--- config.mk ---
export PLATFORM = sky130hd
export DESIGN_NAME = core_status_option_regs
export DESIGN_NICKNAME = d
export VERILOG_FILES = /design/src/design/core_regs_pkg.sv /design/src/design/core_status_option_regs.sv
export SDC_FILE = /design/constraint.sdc
export NUM_CORES = 1
export LEC_CHECK = 0
export BUFFER_PORTS_ARGS = -buffer_cell sky130_fd_sc_hd__buf_4
export CORE_ASPECT_RATIO = 1.1
export CORE_MARGIN = 3
export CORE_UTILIZATION = 40
export CTS_CLUSTER_SIZE = 8
export DETAILED_ROUTE_END_ITERATION = 10
export PLACE_DENSITY_LB_ADDON = 0.12
export SLEW_MARGIN = 20
export SYNTH_ARGS = -nofsm -noshare
export SYNTH_HDL_FRONTEND = slang
export SYNTH_SLANG_ARGS = --single-unit
export TNS_END_PERCENT = 30
--- constraint.sdc ---
create_clock -name clk_in -period 2 [get_ports clk_in]
set_input_delay 0.3 -clock clk_in [delete_from_list [all_inputs] [get_ports clk_in]]
set_output_delay 0.3 -clock clk_in [all_outputs]
set_load 0.01 [all_outputs]
--- src/design/core_regs_pkg.sv ---
/*
 * constants for the core status and timer/prescaler configuration registers:
 * bit positions, reset values and widths.
 * assumes the core's execution unit drives the control strobes described
 * in the module that uses this package.
 */
package core_regs_pkg;

    // --------------------------------------------------------------------
    // status register bit positions
    // --------------------------------------------------------------------
    localparam int STAT_CARRY_BIT = 0;
    localparam int STAT_NIBBLE_BIT = 1;
    localparam int STAT_ZERO_BIT = 2;
    localparam int STAT_SLEEP_N_BIT = 3;
    localparam int STAT_WDOG_N_BIT = 4;
    localparam int STAT_PAGE_BIT = 5;
    localparam int STAT_CMP_WAKE_BIT = 6;
    localparam int STAT_PIN_WAKE_BIT = 7;

    // --------------------------------------------------------------------
    // configuration register bit positions
    // --------------------------------------------------------------------
    localparam int CFG_PULL_DIS_BIT = 6;
    localparam int CFG_WAKE_DIS_BIT = 7;

    // --------------------------------------------------------------------
    // widths and reset values
    // --------------------------------------------------------------------
    localparam int REG_WIDTH = 8;
    localparam int PC_PAGE_BIT = 9;
    localparam logic [7:0] CFG_RESET_VAL = 8'hFF;
    localparam logic [2:0] ALU_FLAGS_RESET = 3'h0;

    // reset cause codes presented by the reset controller
    typedef enum logic [1:0]
    {
        CAUSE_POWER = 2'h0,
        CAUSE_OTHER = 2'h1,
        CAUSE_PIN_WAKE = 2'h3,
        CAUSE_CMP_WAKE = 2'h2
    } reset_cause_e;

endpackage : core_regs_pkg

--- src/design/core_status_option_regs.sv ---
/*
 * status register and write-only timer/prescaler configuration register
 * of the processor core, plus the pin-direction gating of the pin-change
 * wake-up and weak pull-up enables.
 * assumes the execution unit presents one-cycle strobes in clk_in domain,
 * that the reset controller holds reset_cause_in stable while
 * init_pulse_in is high, and that all inputs except nrst_in are synchronous to clk_in.
 */
//
// How it works
// - status accepts writes like any file register, except timeout and power-down bits 4, 3
// - alu flag instructions keep computed zero, nibble, carry
// - timeout and power-down flags ignore instruction writes
// - file clear zeroes top three, sets zero
// - bit ops and moves write flags exactly
// - zero flag reflects alu result equals zero
// - config register write-only, loaded from working register
// - every reset sets config to all ones
// - output direction forces wake, pull-up off
// - page bit drives program counter bit nine
// - any reset clears page select bit
// - config bits 7, 6 disable wake, pull-ups
`timescale 1ns/10ps

module core_status_option_regs
    import core_regs_pkg::*;
#(
    parameter int PIN_COUNT = 6 // port pins with wake and pull-up
)
(
    input wire logic clk_in, // 40 MHz instruction-side clock
    input wire logic nrst_in, // asynchronous, active low
    input wire logic init_pulse_in, // one cycle: a reset just ended
    input wire logic [1:0] reset_cause_in, // reset_cause_e, held in init
    input wire logic file_write_in, // status is write destination
    input wire logic [7:0] file_wdata_in, // value written to status
    input wire logic file_clear_instr_in, // clear of status
    input wire logic alu_flag_update_in, // instruction sets alu flags
    input wire logic [2:0] alu_flag_mask_in, // which of c, dc, z it sets
    input wire logic alu_carry_in, // computed carry
    input wire logic alu_nibble_in, // computed nibble carry
    input wire logic [7:0] alu_result_in, // alu result for zero test
    input wire logic watchdog_kick_instr_in, // watchdog kick executed
    input wire logic sleep_instr_in, // sleep executed
    input wire logic watchdog_timeout_in, // watchdog expired
    input wire logic config_load_instr_in, // load config from w
    input wire logic [7:0] w_reg_in, // working register
    input wire logic [PIN_COUNT-1:0] pin_direction_bits_in, // 0 = output
    output logic [7:0] core_status_flags_out, // status read value
    output logic page_select_bit_out, // program counter bit nine
    output logic [7:0] timer_prescaler_config_out, // timer side only
    output logic [PIN_COUNT-1:0] pin_wake_enable_out, // per-pin wake on
    output logic [PIN_COUNT-1:0] weak_pull_enable_out // per-pin pull on
);

    // --------------------------------------------------------------------
    // state
    // --------------------------------------------------------------------
    logic pin_wake_reset_flag_reg; // bit 7
    logic pin_wake_reset_flag_next;
    logic comparator_wake_reset_flag_reg; // bit 6
    logic comparator_wake_reset_flag_next;
    logic page_select_bit_reg; // bit 5
    logic page_select_bit_next;
    logic watchdog_expired_n_reg; // bit 4, low after timeout
    logic watchdog_expired_n_next;
    logic sleep_entered_n_reg; // bit 3, low after sleep
    logic sleep_entered_n_next;
    logic [2:0] alu_flags_reg; // z, dc, c in bits 2..0
    logic [2:0] alu_flags_next;
    logic [7:0] timer_prescaler_config_reg; // write-only config
    logic [7:0] timer_prescaler_config_next;
    logic result_zero; // zero test of alu result

    // --------------------------------------------------------------------
    // helpers
    // --------------------------------------------------------------------
    // per-pin enable: function on only if enabled and pin is an input
    function automatic logic [PIN_COUNT-1:0] gate_by_dir
    (
        input logic disable_bit,
        input logic [PIN_COUNT-1:0] dir
    );
        gate_by_dir = disable_bit ? '0 : dir;
    endfunction : gate_by_dir

    assign result_zero = (alu_result_in == 8'h00);

    // --------------------------------------------------------------------
    // next-state of status bits
    // --------------------------------------------------------------------
    // priority: reset-end capture, then file clear, then plain write,
    // then alu flag update; alu result wins over written value in the masked bits only
    always_comb
    begin
        pin_wake_reset_flag_next = pin_wake_reset_flag_reg;
        comparator_wake_reset_flag_next = comparator_wake_reset_flag_reg;
        page_select_bit_next = page_select_bit_reg;
        watchdog_expired_n_next = watchdog_expired_n_reg;
        sleep_entered_n_next = sleep_entered_n_reg;
        alu_flags_next = alu_flags_reg;
        if (init_pulse_in)
        begin
            // wake causes latched after reset release, not in async reset
            pin_wake_reset_flag_next =
                (reset_cause_in == CAUSE_PIN_WAKE);
            comparator_wake_reset_flag_next =
                (reset_cause_in == CAUSE_CMP_WAKE);
            page_select_bit_next = 1'b0;
            if (reset_cause_in == CAUSE_POWER)
            begin
                watchdog_expired_n_next = 1'b1;
                sleep_entered_n_next = 1'b1;
            end
        end
        else if (file_clear_instr_in)
        begin
            // upper three cleared, zero set, others untouched
            pin_wake_reset_flag_next = 1'b0;
            comparator_wake_reset_flag_next = 1'b0;
            page_select_bit_next = 1'b0;
            alu_flags_next[STAT_ZERO_BIT] = 1'b1;
        end
        else if (file_write_in)
        begin
            // writable bits land as given; timeout/sleep bits untouched
            pin_wake_reset_flag_next =
                file_wdata_in[STAT_PIN_WAKE_BIT];
            comparator_wake_reset_flag_next =
                file_wdata_in[STAT_CMP_WAKE_BIT];
            page_select_bit_next = file_wdata_in[STAT_PAGE_BIT];
            alu_flags_next = file_wdata_in[2:0];
        end
        // alu flags overwrite the written value for affected bits
        if (alu_flag_update_in && !init_pulse_in && !file_clear_instr_in)
        begin
            if (alu_flag_mask_in[STAT_CARRY_BIT])
                alu_flags_next[STAT_CARRY_BIT] = alu_carry_in;
            if (alu_flag_mask_in[STAT_NIBBLE_BIT])
                alu_flags_next[STAT_NIBBLE_BIT] = alu_nibble_in;
            if (alu_flag_mask_in[STAT_ZERO_BIT])
                alu_flags_next[STAT_ZERO_BIT] = result_zero;
        end
        // hardware-only events for timeout and power-down flags
        if (watchdog_kick_instr_in)
        begin
            watchdog_expired_n_next = 1'b1;
            sleep_entered_n_next = 1'b1;
        end
        else if (sleep_instr_in)
        begin
            watchdog_expired_n_next = 1'b1;
            sleep_entered_n_next = 1'b0;
        end
        // a timeout is never lost to a same-cycle kick or sleep
        if (watchdog_timeout_in)
            watchdog_expired_n_next = 1'b0;
    end

    // --------------------------------------------------------------------
    // status registers
    // --------------------------------------------------------------------
    always_ff @(posedge clk_in or negedge nrst_in)
    begin
        if (!nrst_in)
        begin
            pin_wake_reset_flag_reg <= 1'b0;
            comparator_wake_reset_flag_reg <= 1'b0;
            page_select_bit_reg <= 1'b0;
            watchdog_expired_n_reg <= 1'b1;
            sleep_entered_n_reg <= 1'b1;
            alu_flags_reg <= ALU_FLAGS_RESET;
        end
        else
        begin
            pin_wake_reset_flag_reg <= pin_wake_reset_flag_next;
            comparator_wake_reset_flag_reg <= comparator_wake_reset_flag_next;
            page_select_bit_reg <= page_select_bit_next;
            watchdog_expired_n_reg <= watchdog_expired_n_next;
            sleep_entered_n_reg <= sleep_entered_n_next;
            alu_flags_reg <= alu_flags_next;
        end
    end

    // --------------------------------------------------------------------
    // configuration register
    // --------------------------------------------------------------------
    // only the dedicated instruction and init load it; there is no read path
    always_comb
    begin
        timer_prescaler_config_next = timer_prescaler_config_reg;
        if (init_pulse_in)
            timer_prescaler_config_next = CFG_RESET_VAL;
        else if (config_load_instr_in)
            timer_prescaler_config_next = w_reg_in;
    end

    always_ff @(posedge clk_in or negedge nrst_in)
    begin
        if (!nrst_in)
            timer_prescaler_config_reg <= CFG_RESET_VAL;
        else
            timer_prescaler_config_reg <= timer_prescaler_config_next;
    end

    // --------------------------------------------------------------------
    // outputs
    // --------------------------------------------------------------------
    assign core_status_flags_out = {pin_wake_reset_flag_reg,
                                    comparator_wake_reset_flag_reg,
                                    page_select_bit_reg,
                                    watchdog_expired_n_reg,
                                    sleep_entered_n_reg,
                                    alu_flags_reg};
    assign page_select_bit_out = page_select_bit_reg;
    assign timer_prescaler_config_out = timer_prescaler_config_reg;
    // direction override beats the disable bits
    assign pin_wake_enable_out = gate_by_dir(
        timer_prescaler_config_reg[CFG_WAKE_DIS_BIT],
        pin_direction_bits_in);
    assign weak_pull_enable_out = gate_by_dir(
        timer_prescaler_config_reg[CFG_PULL_DIS_BIT],
        pin_direction_bits_in);

endmodule : core_status_option_regs

==> results.json <==
{
  "status": "finished clean",
  "seqCellArea_um2": 413,
  "gr-total-overflow": 0,
  "synth-edff-count": 0,
  "dominantRegCellSynth": "dfstp_2",
  "ys_seq_elements": 16,
  "worstHoldPathType": "input port to register",
  "grt_pass1_wl_um": 3740,
  "max-slew-margin-rel_pct": 81.9,
  "finalPower_w": 0.000817,
  "final_common_cell": "buf_4",
  "cts_buffers": 3,
  "final.period_utilization_pct": 69.8,
  "dpl.hpwl_um": 1880,
  "synthCells": 93,
  "vdd_drop_max_mv": 0.520,
  "hold_viol": 0,
  "end_kind": "output port",
  "largest_reg_flops": 8,
  "start_util_pct": 42.9,
  "area_growth_pct": 64.3,
  "vias_per_cell": 4.82,
  "core_um2": 2060,
  "holdWs_ns": 0.120,
  "die_height_um": 55.4,
  "synthArstFlopShare_pct": 100,
  "wl_per_cell_um": 12.1,
  "drc": 0,
  "grt_pass1_vias": 911,
  "critPathLaunchType": "register",
  "drt_wl_total_um": 2310,
  "cts_tree": "built",
  "dieArea_um2": 2820,
  "grt_max_degree": 17,
  "power.leakage_nw": 0.706,
  "max_freq_mhz": 716,
  "fin_setup_tns_ns": 0,
  "cap_violations": 0,
  "drive_gt1_share_pct": 54.3,
  "crit_type": "register to output port",
  "cts_resized": 0,
  "num_vias": 916,
  "cp_max_fo": 8,
  "clkLatencyLatePin_ns": 0.28,
  "cts_root_buf": "clkbuf_4",
  "syn_avg_cell_area_um2": 9.53,
  "place_congestion": 0.671,
  "synth_nets": 140,
  "io_buffer_count": 73,
  "setup_viol": 0,
  "cp.required_ns": 1.70,
  "clock_skew_ns": 0,
  "io_pins": 76,
  "final_cell_mix": "buf_4, nor2b_1, dfstp_2, a211o_1, a21oi_1",
  "post_cts_buffers": 0,
  "slew_violations": 0,
  "n_antenna_cell": 0,
  "grtUsageTotal_pct": 16.6,
  "synth_cell_types": 27,
  "min_period_ns": 1.40,
  "drt_iter0_drc": 12,
  "antenna_found_initial": 0,
  "h-tree-depth": 1,
  "final_nets": 210,
  "rsz0062_at_grt": "false",
  "cts.sinks": 16,
  "die_w_um": 50.9,
  "clockBufferDepth": 2,
  "yosysSeqAreaShare_pct": 46.6,
  "fill_cells": 165,
  "tightest_slew_ns": 0.269,
  "yosys_warnings": 0,
  "rows": 17,
  "multiInputGateArea_um2": 409,
  "dr.pass1.iters": 4,
  "syn_area_um2": 886,
  "cp.arrival_ns": 1.10,
  "ant_nets": 0,
  "path_clk_slew_ns": 0.09,
  "power_density_nw_per_um2": 561
}
path summary, 6_finish.rpt:
path | from | depth (start not counted) | to | slack, ns
worst max-delay path | timer_prescaler_config_out[7] | 2 | pin_wake_enable_out[2] | 0.60
worst min-delay path | watchdog_timeout_in | 2 | watchdog_expired_n_reg | 0.12
worst max register to register | timer_prescaler_config_out[6] | 2 | timer_prescaler_config_out[6] | 1.08
worst min register to register | alu_flags_reg[0] | 2 | alu_flags_reg[0] | 0.54
max in group asynchronous | nrst_in | 2 | timer_prescaler_config_out[1] | 1.34
min in group asynchronous | nrst_in | 2 | alu_flags_reg[2] | 0.41
metal layers:
metal	vias up	track usage [%]	part of all wire, %
li1	461	-	-
met1	411	19.2	36
met2	44	30.8	55
met3	0	4.31	8.8
met4	0	2.31	0
met5	-	0	0
critical path, stage by stage, from the launching register on:
cell and delay, ns:
dfstp_2 0.61, nor2b_1 0.07, buf_4 0.14
synth_stat cells, types with 3 or more instances:
cell type / instances / area share (%)
a211o_1: 8 / 7.9
a21oi_1: 7 / 4.0
buf_4: 6 / 5.1
dfrtp_1: 6 / 17
dfstp_2: 10 / 30
nand2_1: 4 / 1.7
nor2_1: 4 / 1.7
nor2b_1: 20 / 14
nor3_1: 3 / 1.7
o21ai_0: 4 / 2.3
final cells by class:
cell class | count | area share, %
multi-input combinational | 67 | 28.1
inverter | 1 | 0.258
tap | 28 | 2.41
clock buffer | 4 | 2.49
timing repair buffer | 74 | 38.3
sequential | 16 | 28.4
cell families (layout without fill, tap and decap cells):
kind of cell           after synthesis  after routing  share of synthesized area [%]
and+or+nand+nor                     40             40                           25.7
muxes                                1              1                           1.13
AOI/OAI and AO/OA                   26             26                           19.4
DFF                                 16             16                           46.6
buffers and inverters               10             79                           7.20
through the flow:
stage | cell area, um^2 | instances | utilization (%) | setup slack [ns]
floorplan | 886 | 93 | - | 0.979
global placement | 1410 | 185 | 68.3 | 0.813
global route | 1460 | 190 | 70.5 | 0.534
finish | 1460 | 190 | 70.5 | 0.604
CTS | 1460 | 190 | 70.5 | 0.590
detailed placement | 1410 | 185 | 68.3 | 0.773
power by group:
| part | switching (W) | total, W | internal, W | leakage (nW) |
|---|---|---|---|---|
| registers | 0.0000188 | 0.000380 | 0.000361 | 0.180 |
| logic | 0.0000910 | 0.000228 | 0.000137 | 0.505 |
| clock network | 0.0000988 | 0.000209 | 0.000111 | 0.0210 |
| total | 0.000209 | 0.000817 | 0.000608 | 0.706 |
timing repair:
action                                 CTS  global route
setup endpoints to repair                0             0
hold buffers                             1             0
endpoints found under the hold margin    6             0
Power figures use the tool's default switching activity.
